**config.mk**
```make
export PLATFORM = sky130hd
export DESIGN_NAME = ctr_slice
export DESIGN_NICKNAME = d
export VERILOG_FILES = /design/src/hw/ctr_pkg.sv /design/src/hw/ctr_slice.sv /design/src/hw/edge_sync.sv /design/src/hw/quad_decode.sv
export SDC_FILE = /design/constraint.sdc
export NUM_CORES = 1
export LEC_CHECK = 0
export BUFFER_PORTS_ARGS = -buffer_cell sky130_fd_sc_hd__buf_2
export CAP_MARGIN = 20
export CORE_MARGIN = 4
export CORE_UTILIZATION = 55
export DETAILED_ROUTE_END_ITERATION = 12
export GPL_TIMING_DRIVEN = 1
export PLACE_DENSITY = 0.76
export SKIP_CTS_REPAIR_TIMING = 1
export SYNTH_ARGS = -nofsm -noshare
export SYNTH_HDL_FRONTEND = slang
export SYNTH_SLANG_ARGS = --single-unit
```
**constraint.sdc**
```tcl
create_clock -name clk_sys_i -period 11 [get_ports clk_sys_i]
set_input_delay 1.1 -clock clk_sys_i [delete_from_list [all_inputs] [get_ports clk_sys_i]]
set_output_delay 1.1 -clock clk_sys_i [all_outputs]
set_load 0.02 [all_outputs]
```
**src/hw/ctr_pkg.sv**
```systemverilog
// shared constants, register map and types for the period/quadrature counter
package ctr_pkg;

  localparam int unsigned DW = 32;
  localparam int unsigned AW = 8;

  // register byte offsets
  localparam logic [AW-1:0] REG_CTRL       = 8'h00;
  localparam logic [AW-1:0] REG_CMD        = 8'h04;
  localparam logic [AW-1:0] REG_STATUS     = 8'h08;
  localparam logic [AW-1:0] REG_RESULT     = 8'h0c;
  localparam logic [AW-1:0] REG_POSITION   = 8'h10;
  localparam logic [AW-1:0] REG_SAMPLE     = 8'h14;
  localparam logic [AW-1:0] REG_DIVIDE     = 8'h18;
  localparam logic [AW-1:0] REG_SAMPLE_CNT = 8'h1c;

  // command bits (write-one actions)
  localparam int unsigned CMD_ARM_BIT    = 0;
  localparam int unsigned CMD_DISARM_BIT = 1;

  // status bits
  localparam int unsigned STAT_ARMED_BIT = 0;
  localparam int unsigned STAT_DONE_BIT  = 1;
  localparam int unsigned STAT_OVF_BIT   = 2;
  localparam int unsigned STAT_INDEX_BIT = 3;

  // reset values
  localparam logic [DW-1:0] CTRL_RST   = 32'h0000_0000;
  localparam logic [DW-1:0] DIVIDE_RST = 32'h0000_0002;
  localparam logic [DW-1:0] COUNT_RST  = 32'h0000_0000;

  typedef enum logic [1:0] {
    MODE_PERIOD   = 2'h0,
    MODE_PULSE    = 2'h1,
    MODE_POSITION = 2'h2,
    MODE_DIVIDE   = 2'h3
  } mode_t;

  typedef enum logic [1:0] {
    SINGLE_RATE_DECODE = 2'h0,
    DOUBLE_RATE_DECODE = 2'h1,
    QUAD_RATE_DECODE   = 2'h2
  } decode_t;

  // control register layout, lsb last
  typedef struct packed {
    logic [23:0] rsvd;
    logic        gate_from_pair;
    logic        buffered;
    decode_t     decode;
    logic        src_fall;
    logic        gate_fall;
    mode_t       mode;
  } ctrl_t;

  // synchronised input level with its edges
  typedef struct packed {
    logic lvl;
    logic rise;
    logic fall;
  } edge_t;

  typedef enum logic [3:0] {
    ST_IDLE  = 4'b0001,
    ST_WAIT  = 4'b0010,
    ST_COUNT = 4'b0100,
    ST_TRACK = 4'b1000
  } state_t;

endpackage

```
**src/hw/ctr_slice.sv**
```systemverilog
// counter slice: period, pulse width, divide-down and quadrature position
// How it works
// - arming starts one gate period measurement
// - gate active edge rising or falling
// - count active source edges between gate edges
// - on-demand position read and sample-clocked capture
// - decode rate one, two or four
// - encoder inputs A, B and index Z
// - single rate: A rise, A leads, count up
// - single rate: A fall, B leads, count down
// - known gate pulse from pair gives frequency
// - divide source by N for pair timing
// - pair gate input links fixed counter pair
// - double rate counts every A edge
// - quad rate counts every A and B edge
//
// The implementer's own choices: the placing of the registers and the strobed register port.
`timescale 1ns/1ns
module ctr_slice
  import ctr_pkg::*;
(
  input  wire logic          clk_sys_i,
  input  wire logic          nrst_i,
  input  wire logic [AW-1:0] addr_i,
  input  wire logic [DW-1:0] wdata_i,
  input  wire logic          wr_i,
  input  wire logic          rd_i,
  output logic      [DW-1:0] rdata_o,
  input  wire logic          gate_i,
  input  wire logic          source_i,
  input  wire logic          enc_a_i,
  input  wire logic          enc_b_i,
  input  wire logic          enc_z_i,
  input  wire logic          samp_clk_i,
  input  wire logic          pair_gate_i,
  output logic               pair_out_o
);

  ////////////////////////////////////////////////////////////////////////////
  // input synchronisers

  edge_t gate_e;
  edge_t pair_e;
  edge_t src_e;
  edge_t a_e;
  edge_t b_e;
  edge_t z_e;
  edge_t samp_e;

  edge_sync u_sync_gate (
    .clk_sys_i (clk_sys_i),
    .nrst_i    (nrst_i),
    .in_i      (gate_i),
    .edge_o    (gate_e)
  );
  edge_sync u_sync_pair (
    .clk_sys_i (clk_sys_i),
    .nrst_i    (nrst_i),
    .in_i      (pair_gate_i),
    .edge_o    (pair_e)
  );
  edge_sync u_sync_src (
    .clk_sys_i (clk_sys_i),
    .nrst_i    (nrst_i),
    .in_i      (source_i),
    .edge_o    (src_e)
  );
  edge_sync u_sync_a (
    .clk_sys_i (clk_sys_i),
    .nrst_i    (nrst_i),
    .in_i      (enc_a_i),
    .edge_o    (a_e)
  );
  edge_sync u_sync_b (
    .clk_sys_i (clk_sys_i),
    .nrst_i    (nrst_i),
    .in_i      (enc_b_i),
    .edge_o    (b_e)
  );
  edge_sync u_sync_z (
    .clk_sys_i (clk_sys_i),
    .nrst_i    (nrst_i),
    .in_i      (enc_z_i),
    .edge_o    (z_e)
  );
  edge_sync u_sync_samp (
    .clk_sys_i (clk_sys_i),
    .nrst_i    (nrst_i),
    .in_i      (samp_clk_i),
    .edge_o    (samp_e)
  );

  ////////////////////////////////////////////////////////////////////////////
  // register file and edge selection

  ctrl_t         ctrl_q, ctrl_d;
  logic [DW-1:0] divide_q, divide_d;
  logic          wr_ctrl, arm_cmd, disarm_cmd;
  edge_t         g_e;
  logic          g_act, g_inact, s_act;
  logic          step_up, step_down;

  always_comb begin
    wr_ctrl    = wr_i & (addr_i == REG_CTRL);
    arm_cmd    = wr_i & (addr_i == REG_CMD) & wdata_i[CMD_ARM_BIT];
    disarm_cmd = wr_i & (addr_i == REG_CMD) & wdata_i[CMD_DISARM_BIT];
    ctrl_d     = ctrl_q;
    divide_d   = divide_q;
    if (wr_ctrl) begin
      ctrl_d      = ctrl_t'(wdata_i);
      ctrl_d.rsvd = '0;
    end
    if (wr_i && addr_i == REG_DIVIDE) begin
      divide_d = wdata_i;
    end
  end

  always_ff @(posedge clk_sys_i or negedge nrst_i) begin
    if (!nrst_i) begin
      ctrl_q   <= ctrl_t'(CTRL_RST);
      divide_q <= DIVIDE_RST;
    end else begin
      ctrl_q   <= ctrl_d;
      divide_q <= divide_d;
    end
  end

  always_comb begin
    g_e     = ctrl_q.gate_from_pair ? pair_e : gate_e;
    g_act   = ctrl_q.gate_fall ? g_e.fall : g_e.rise;
    g_inact = ctrl_q.gate_fall ? g_e.rise : g_e.fall;
    s_act   = ctrl_q.src_fall ? src_e.fall : src_e.rise;
  end

  quad_decode u_quad (
    .rate_i (ctrl_q.decode),
    .a_i    (a_e),
    .b_i    (b_e),
    .up_o   (step_up),
    .down_o (step_down)
  );

  ////////////////////////////////////////////////////////////////////////////
  // measurement state machine

  state_t        state_q, state_d;
  logic [DW-1:0] cnt_q, cnt_d;
  logic [DW-1:0] result_q, result_d;
  logic [DW-1:0] pos_q, pos_d;
  logic [DW-1:0] sample_q, sample_d;
  logic [DW-1:0] samp_cnt_q, samp_cnt_d;
  logic          done_q, done_d;
  logic          ovf_q, ovf_d;
  logic          out_q, out_d;
  logic          stop_edge;

  always_comb begin
    state_d    = state_q;
    cnt_d      = cnt_q;
    result_d   = result_q;
    pos_d      = pos_q;
    sample_d   = sample_q;
    samp_cnt_d = samp_cnt_q;
    done_d     = done_q;
    ovf_d      = ovf_q;
    out_d      = out_q;
    stop_edge  = (ctrl_q.mode == MODE_PULSE) ? g_inact : g_act;
    unique case (state_q)
      ST_IDLE: begin
        if (arm_cmd) begin
          done_d = 1'b0;
          ovf_d  = 1'b0;
          cnt_d  = COUNT_RST;
          unique case (ctrl_q.mode)
            MODE_POSITION: begin
              pos_d      = COUNT_RST;
              samp_cnt_d = COUNT_RST;
              state_d    = ST_TRACK;
            end
            MODE_DIVIDE: begin
              out_d   = 1'b1;
              state_d = ST_COUNT;
            end
            default: state_d = ST_WAIT;
          endcase
        end
      end
      ST_WAIT: begin
        if (disarm_cmd) begin
          state_d = ST_IDLE;
        end else if (g_act) begin
          cnt_d   = COUNT_RST;
          state_d = ST_COUNT;
        end
      end
      ST_COUNT: begin
        if (disarm_cmd) begin
          out_d   = 1'b0;
          state_d = ST_IDLE;
        end else if (ctrl_q.mode == MODE_DIVIDE) begin
          if (s_act) begin
            // pulse stays high for N active source edges
            if (cnt_q + 32'h1 >= divide_q) begin
              out_d    = 1'b0;
              result_d = cnt_q + 32'h1;
              done_d   = 1'b1;
              state_d  = ST_IDLE;
            end else begin
              cnt_d = cnt_q + 32'h1;
            end
          end
        end else if (stop_edge) begin
          result_d = cnt_q;
          done_d   = 1'b1;
          state_d  = ST_IDLE;
        end else if (s_act) begin
          cnt_d = cnt_q + 32'h1;
          if (cnt_q == '1) begin
            ovf_d = 1'b1;
          end
        end
      end
      ST_TRACK: begin
        if (disarm_cmd) begin
          state_d = ST_IDLE;
        end else begin
          if (step_up) begin
            pos_d = pos_q + 32'h1;
          end else if (step_down) begin
            pos_d = pos_q - 32'h1;
          end
          if (ctrl_q.buffered && samp_e.rise) begin
            sample_d   = pos_q;
            samp_cnt_d = samp_cnt_q + 32'h1;
          end
        end
      end
      default: begin
        out_d   = 1'b0;
        state_d = ST_IDLE;
      end
    endcase
  end

  always_ff @(posedge clk_sys_i or negedge nrst_i) begin
    if (!nrst_i) begin
      state_q    <= ST_IDLE;
      cnt_q      <= COUNT_RST;
      result_q   <= COUNT_RST;
      pos_q      <= COUNT_RST;
      sample_q   <= COUNT_RST;
      samp_cnt_q <= COUNT_RST;
      done_q     <= 1'b0;
      ovf_q      <= 1'b0;
      out_q      <= 1'b0;
    end else begin
      state_q    <= state_d;
      cnt_q      <= cnt_d;
      result_q   <= result_d;
      pos_q      <= pos_d;
      sample_q   <= sample_d;
      samp_cnt_q <= samp_cnt_d;
      done_q     <= done_d;
      ovf_q      <= ovf_d;
      out_q      <= out_d;
    end
  end

  ////////////////////////////////////////////////////////////////////////////
  // read port, data one cycle after the strobe

  logic [DW-1:0] rdata_q, rdata_d;
  logic [DW-1:0] status;

  always_comb begin
    status                 = '0;
    status[STAT_ARMED_BIT] = (state_q != ST_IDLE);
    status[STAT_DONE_BIT]  = done_q;
    status[STAT_OVF_BIT]   = ovf_q;
    status[STAT_INDEX_BIT] = z_e.lvl;
    rdata_d                = '0;
    if (rd_i) begin
      unique case (addr_i)
        REG_CTRL:       rdata_d = ctrl_q;
        REG_STATUS:     rdata_d = status;
        REG_RESULT:     rdata_d = result_q;
        REG_POSITION:   rdata_d = pos_q;
        REG_SAMPLE:     rdata_d = sample_q;
        REG_DIVIDE:     rdata_d = divide_q;
        REG_SAMPLE_CNT: rdata_d = samp_cnt_q;
        default:        rdata_d = '0;
      endcase
    end
  end

  always_ff @(posedge clk_sys_i or negedge nrst_i) begin
    if (!nrst_i) begin
      rdata_q <= '0;
    end else begin
      rdata_q <= rdata_d;
    end
  end

  always_comb begin
    rdata_o    = rdata_q;
    pair_out_o = out_q;
  end

endmodule

```
**src/hw/edge_sync.sv**
```systemverilog
// two-flop synchroniser with edge detection on the synchronised level
`timescale 1ns/1ns
module edge_sync
  import ctr_pkg::*;
(
  input  wire logic clk_sys_i,
  input  wire logic nrst_i,
  input  wire logic in_i,
  output edge_t     edge_o
);

  logic meta_q, meta_d;
  logic sync_q, sync_d;
  logic prev_q, prev_d;

  // meta_q feeds only sync_q
  always_comb begin
    meta_d = in_i;
    sync_d = meta_q;
    prev_d = sync_q;
  end

  always_ff @(posedge clk_sys_i or negedge nrst_i) begin
    if (!nrst_i) begin
      meta_q <= 1'b0;
      sync_q <= 1'b0;
      prev_q <= 1'b0;
    end else begin
      meta_q <= meta_d;
      sync_q <= sync_d;
      prev_q <= prev_d;
    end
  end

  always_comb begin
    edge_o.lvl  = sync_q;
    edge_o.rise = sync_q & ~prev_q;
    edge_o.fall = ~sync_q & prev_q;
  end

endmodule

```
**src/hw/quad_decode.sv**
```systemverilog
// quadrature step decoder: one-cycle up/down steps at 1x, 2x or 4x rate
`timescale 1ns/1ns
module quad_decode
  import ctr_pkg::*;
(
  input  decode_t    rate_i,
  input  edge_t      a_i,
  input  edge_t      b_i,
  output logic       up_o,
  output logic       down_o
);

  always_comb begin
    up_o   = 1'b0;
    down_o = 1'b0;
    unique case (rate_i)
      SINGLE_RATE_DECODE: begin
        up_o   = a_i.rise & ~b_i.lvl;
        down_o = a_i.fall & ~b_i.lvl;
      end
      DOUBLE_RATE_DECODE: begin
        up_o   = (a_i.rise & ~b_i.lvl) | (a_i.fall & b_i.lvl);
        down_o = (a_i.rise & b_i.lvl) | (a_i.fall & ~b_i.lvl);
      end
      QUAD_RATE_DECODE: begin
        up_o   = (a_i.rise & ~b_i.lvl) | (a_i.fall & b_i.lvl)
               | (b_i.rise & a_i.lvl) | (b_i.fall & ~a_i.lvl);
        down_o = (a_i.rise & b_i.lvl) | (a_i.fall & ~b_i.lvl)
               | (b_i.rise & ~a_i.lvl) | (b_i.fall & a_i.lvl);
      end
      default: begin
        up_o   = 1'b0;
        down_o = 1'b0;
      end
    endcase
  end

endmodule

```
---- Yosys cells after proc, flatten, opt, wreduce, memory -nomap -nowiden ----
Index checks and enable logic that the tools add are counted.
operators by class
  bitwise operators ....................... 42
  $add $sub $neg .......................... 4
  reductions and logical operators ........ 18
  muxes and demuxes ....................... 63
  divide/modulo/power cells ............... 0
  multipliers ............................. 0
  equal/unequal tests ..................... 47
  $lt $le $gt $ge ......................... 1
  shifts and indexed selects .............. 0
operators by type and width
  cell                                                number
  two-way mux 32 bit                                  21
  one-hot mux 32 bit (7 select lines)                 1
  one-hot mux 32 bit (2 select lines)                 2
  adder 32 x 1 -> 32 bit, second input constant       3
  one-hot mux 32 bit (3 select lines)                 1
  two-way mux 4 bit                                   9
  != test 3 bit, second input constant                11
  == test 32 bit, second input constant               1
  == test 8 x 5 -> 1 bit, second input constant       4
  >= comparator 32 bit                                1
  subtractor 32 x 1 -> 32 bit, second input constant  1
  != test 2 bit, second input constant                13
  bitwise AND 1 bit                                   23
  two-way mux 1 bit                                   21
  AND reduction 6 bit                                 3
  == test 8 x 4 -> 1 bit, second input constant       2
  one-hot mux 4 bit (4 select lines)                  1
  AND reduction 5 bit                                 3
  inverter 1 bit                                      13
  != test 4 bit, second input constant                3
  one-hot mux 1 bit (3 select lines)                  3
  AND reduction 9 bit                                 1
  == test 8 x 3 -> 1 bit, second input constant       1
  logical NOT 8 bit                                   1
  other kinds (19)                                    32
storage, ports and cells
  memories ................................ 0
  register bits after elaboration ......... 259
  memory bits (read-only) ................. 0
  bits of input ports ..................... 51
  memory bits (writable) .................. 0
  latch bits .............................. 0

---- Longest topological paths before layout ----
  word-level depth ........................ 11
  mapped depth ............................ 19
  depth with buffers taken out ............ 16

---- Modules after synthesis ----
A second synthesis with hierarchy kept.
second synthesis, totals
  cells, all modules ...................... 1571
  area, all modules ....................... 14966.9 um^2
by module, submodules not included
  module       cells each  instances  area each (um^2)  seq. area each (um^2)
  ctr_slice    1520        1          14216.1           5983.2
  edge_sync    6           7          97.6              75.1
  quad_decode  9           1          67.6              0.0

---- Worst setup path before layout ----
No wires, ideal clock.
  kind .................................... register -> register
  start ................................... register cnt_q[2]
  end ..................................... register result_q[23]
  required time ........................... 10.875 ns
  buffers on the path ..................... 4
  setup slack ............................. 6.232 ns
  arrival time ............................ 4.643 ns
  stages on the path, launching flop included .. 18
  path through ............................ dfrtp_1 clkbuf_1 and3_1 and3_1 clkbuf_1 nand4_1 or4_1 clkbuf_1 xnor2_1 ha_1 nand4_1 or2_2 o32ai_1 a2111oi_0 a211oi_1 o21a_1 buf_1 mux2_2
on the way
  longest elaborated chain between the ends .. 4
  elaborated cells between the ends (all ways) .. 7
  those cells by class .................... add/sub: 1; order compare: 1; eq/ne: 1; mux: 3; reduce/logical: 1
ends and longest elaborated chain
  item                                                                                  line                                text
  start: declaration                                                                    ctr_slice.sv:147                    logic [DW-1:0] cnt_q, cnt_d;
  start signal: assignment                                                              ctr_slice.sv:258                    cnt_q <= cnt_d;
  adder 32 x 1 -> 32 bit *                                                              ctr_slice.sv:203, ctr_slice.sv:205
  >= comparator 32 bit / two-way mux 32 bit (equally long branches)                     ctr_slice.sv:203                    if (cnt_q + 32'h1 >= divide_q) begin
  != test 2 x 1 -> 1 bit (no source line) / two-way mux 32 bit (equally long branches)  --
  AND reduction 5 bit (no source line) / two-way mux 32 bit (equally long branches)     --
  end signal: assignment                                                                ctr_slice.sv:259                    result_q <= result_d;
  end: declaration                                                                      ctr_slice.sv:148                    logic [DW-1:0] result_q, result_d;
Every way passes the cells marked *; elsewhere a longest branch is shown, timed or not. The select of a mux whose other input is x is not followed.
A chain may end at the register's enable or synchronous reset.

---- Final worst setup path ----
  start ................................... register cnt_q[10]
  end ..................................... register result_q[13]
The elaborated chain is that of the path after synthesis.

==> metrics <==
main combinational cell family by area after synthesis=compound AO/OA/AOI/OAI gates; area occupied by multi-input gates=0.007589 mm^2; register area=0.006484 mm^2; # IOs=84; # setup viols final=0; CTS tree=done; largest net degree at the start of global routing=185; LEAKAGE=0.007585 uW; Fin. Hold Viols=0; synthesized cell area=0.01456 mm^2; Seq/Total Area, Yosys=44.52%; critical path data arrival time=5.68 ns; grt total ovfl=0; Die Area=0.02915 mm^2; Mapped Cells=1457; fin crit share=47.79%; vias in the first global route=11490; initial antenna violation count=1; slew at the pin closest to its max-slew limit=1.072 ns; CTS Buffer Depth=3; maximum fanout along the worst path=32; routed length per placed instance=20.68 um; Row Count=59; MaxCap Viol Count=0; Simple-Gate Fraction of Synth Area=14.63%; # fillers=2061; First DRT Iteration DRCs=1235; ANT cells=0; maximum vdd drop=0.0001656 V; detailed-router iteration count before antenna repair=9; Via density=6.290; top_reg_cell synth=dfrtp_1; Slew HR=28.56%; IO Port Bufs=83; WS Path Type=flop to flop; CP Capture Type=flop; FFs w/ async S/R, synth=100.0%; CP Data Required Time=11.42 ns; commonest non-fill, non-tap cell in the layout=dfrtp_1; vias=11720; post-synthesis sequential element count=259; synth warn=0; area grow syn2layout=11.69%; Reg clk slew, reported paths=0.06 ns; die height=170.7 um; Floorplan Core Area=0.02606 mm^2; Clock Skew=0.008769 ns; DP Area=0.01526 mm^2; H-tree Lvls=1; Die Wd=170.7 um; post-synthesis xor/xnor area fraction=6.495%; worst hold path type=flop to flop; most frequent cells in the layout=257 x dfrtp_1, 105 x nand2_1, 102 x nor2_1, 101 x mux2_2, 82 x buf_2; post-route ant nets=0; Synth Area in Compound Gates=16.72%; EDFF count, synth=0; Netlist cell types=72; RSZ-0062 raised after global routing=no; post-synthesis mux area share=8.394%; Fin Setup TNS=0 ns; Clock Tree Root=clkbuf_16; CP cell instances=and3_1 -> and4_1 -> nand4_1 -> or4_1 -> xnor2_1 -> ha_1 -> nand4_1 -> or2_2 -> o32ai_1 -> a2111oi_0 -> buf_4 -> a211oi_1 -> o21a_1 -> buf_4 -> mux2_2; Power Total=2257 uW; Initial Util=55.88%; status=complete, no violations; # nets final=1622; overall routing resource usage=26.18%; Final min period=5.257 ns; Detailed Route WL=38530 um; Sink Count=259; Final Cell Area=0.01627 mm^2; GPL Wtd Cong=0.9036; Critical Path Slowest Stage Cell=or4_1; DRC=0; Num CTS Buffers=28; Syn Nets=1573; CP delay by family, top=simple AND/OR/NAND/NOR gates; first-pass GRT wire length=61470 um; worst-skew pair later-pin latency=0.54 ns; Slew Limit Fails=0; Fmax=190.2 MHz; layout cell share with drive strength beyond 1=18.06%; Final HPWL DP=26960 um; startpoint types=flop; worst path bufs/invs=2; area share of fa/ha/maj cells after synthesis=5.636%; CP peak stage delay=0.78 ns; Avg Inst Size Synth=9.995 um^2; PD cells=138.8 mW/mm^2
==> state kept, by name, summed over array words and instances, names as in the netlist, 8 cells and up <==
register    cells
divide_q       32
pos_q          32
sample_q       32
samp_cnt_q     32
rdata_o        32
cnt_q          32
result_q       32
ctrl_q          8
==> cell usage after synthesis, types with 8 or more instances <==
cell,count,area share (%)
dfrtp_1,257,44
nor2_1,106,2.7
nand2_1,105,2.7
mux2_2,101,7.8
a21oi_1,81,2.8
clkbuf_1,66,1.7
o21ai_0,65,2.2
ha_1,64,5.5
nand3_1,63,2.2
xor2_1,57,3.4
inv_1,55,1.4
xnor2_1,51,3.1
a222oi_1,36,2.5
a22oi_1,33,1.7
a21o_1,30,1.5
nand4_1,28,1.2
nor3_1,24,0.82
and3_1,19,0.82
nand2b_1,14,0.60
a31oi_1,13,0.56
buf_1,13,0.34
or3_1,12,0.52
a211oi_1,11,0.57
o211ai_1,11,0.57
o31ai_1,9,0.46
and4_1,8,0.48
nor4b_1,8,0.48
o21a_1,8,0.41
o2bb2ai_1,8,0.48
==> metrics by stage <==
stage	hold WS, ns	util, %	setup WS [ns]	cells
3_5_place_dp	0.3347	58.57	5.803	1810
6_report	0.3481	62.42	5.743	1863
3_3_place_gp	0.3357	58.57	5.912	1810
2_1_floorplan	0.3312	-	6.232	1457
4_1_cts	0.3486	62.34	5.743	1862
5_1_grt	0.3543	62.42	5.318	1863
==> layer usage <==
layer  share of wire (%)  track usage, %  vias up  routed length, um
met5               0.029               0        -                 11
met4                 2.5           6.944        2                973
met3                 7.4           4.991       74               2866
met2                  48           42.62      406              18340
met1                  42           36.35     5788              16350
li1                    -               -     5449                  -
==> cells by family after synthesis <==
logic type                 count (synthesis)
buffers and inverters                    137
AOI/OAI and AO/OA                        352
xor gates and xnor gates                 108
adders and majority gates                 65
muxes                                    107
DFF                                      259
and+or+nand+nor                          429
==> cell type report <==
| class | instances | area share, % |
|---|---|---|
| clock buffer | 32 | 4.654 |
| inverter | 55 | 1.269 |
| sequential | 259 | 39.86 |
| tap | 335 | 2.577 |
| multi-input combinational | 1061 | 46.65 |
| timing repair buffer | 101 | 3.600 |
| clock inverter | 20 | 1.385 |
==> power breakdown <==
part | switching (uW) | leakage, uW | internal [uW]
clock | 403 | 0.000479 | 591
sequential | 31.9 | 0.00353 | 983
combinational | 166 | 0.00358 | 81.6
==> path summary, 6_finish.rpt <==
| check | start | end | slack [ns] | cells after the start |
|---|---|---|---|---|
| setup reg to reg | cnt_q[10] | result_q[13] | 5.74 | 15 |
| max in group asynchronous | nrst_i | pos_q[3] | 9.06 | 2 |
| hold / removal | u_sync_a.meta_q | u_sync_a.prev_d | 0.35 | 0 |
| hold reg to reg | u_sync_a.meta_q | u_sync_a.prev_d | 0.35 | 0 |
| min in group asynchronous | nrst_i | divide_q[24] | 0.52 | 1 |
| setup / recovery | cnt_q[10] | result_q[13] | 5.74 | 15 |
Note: power is estimated with default switching activity, not from simulation.
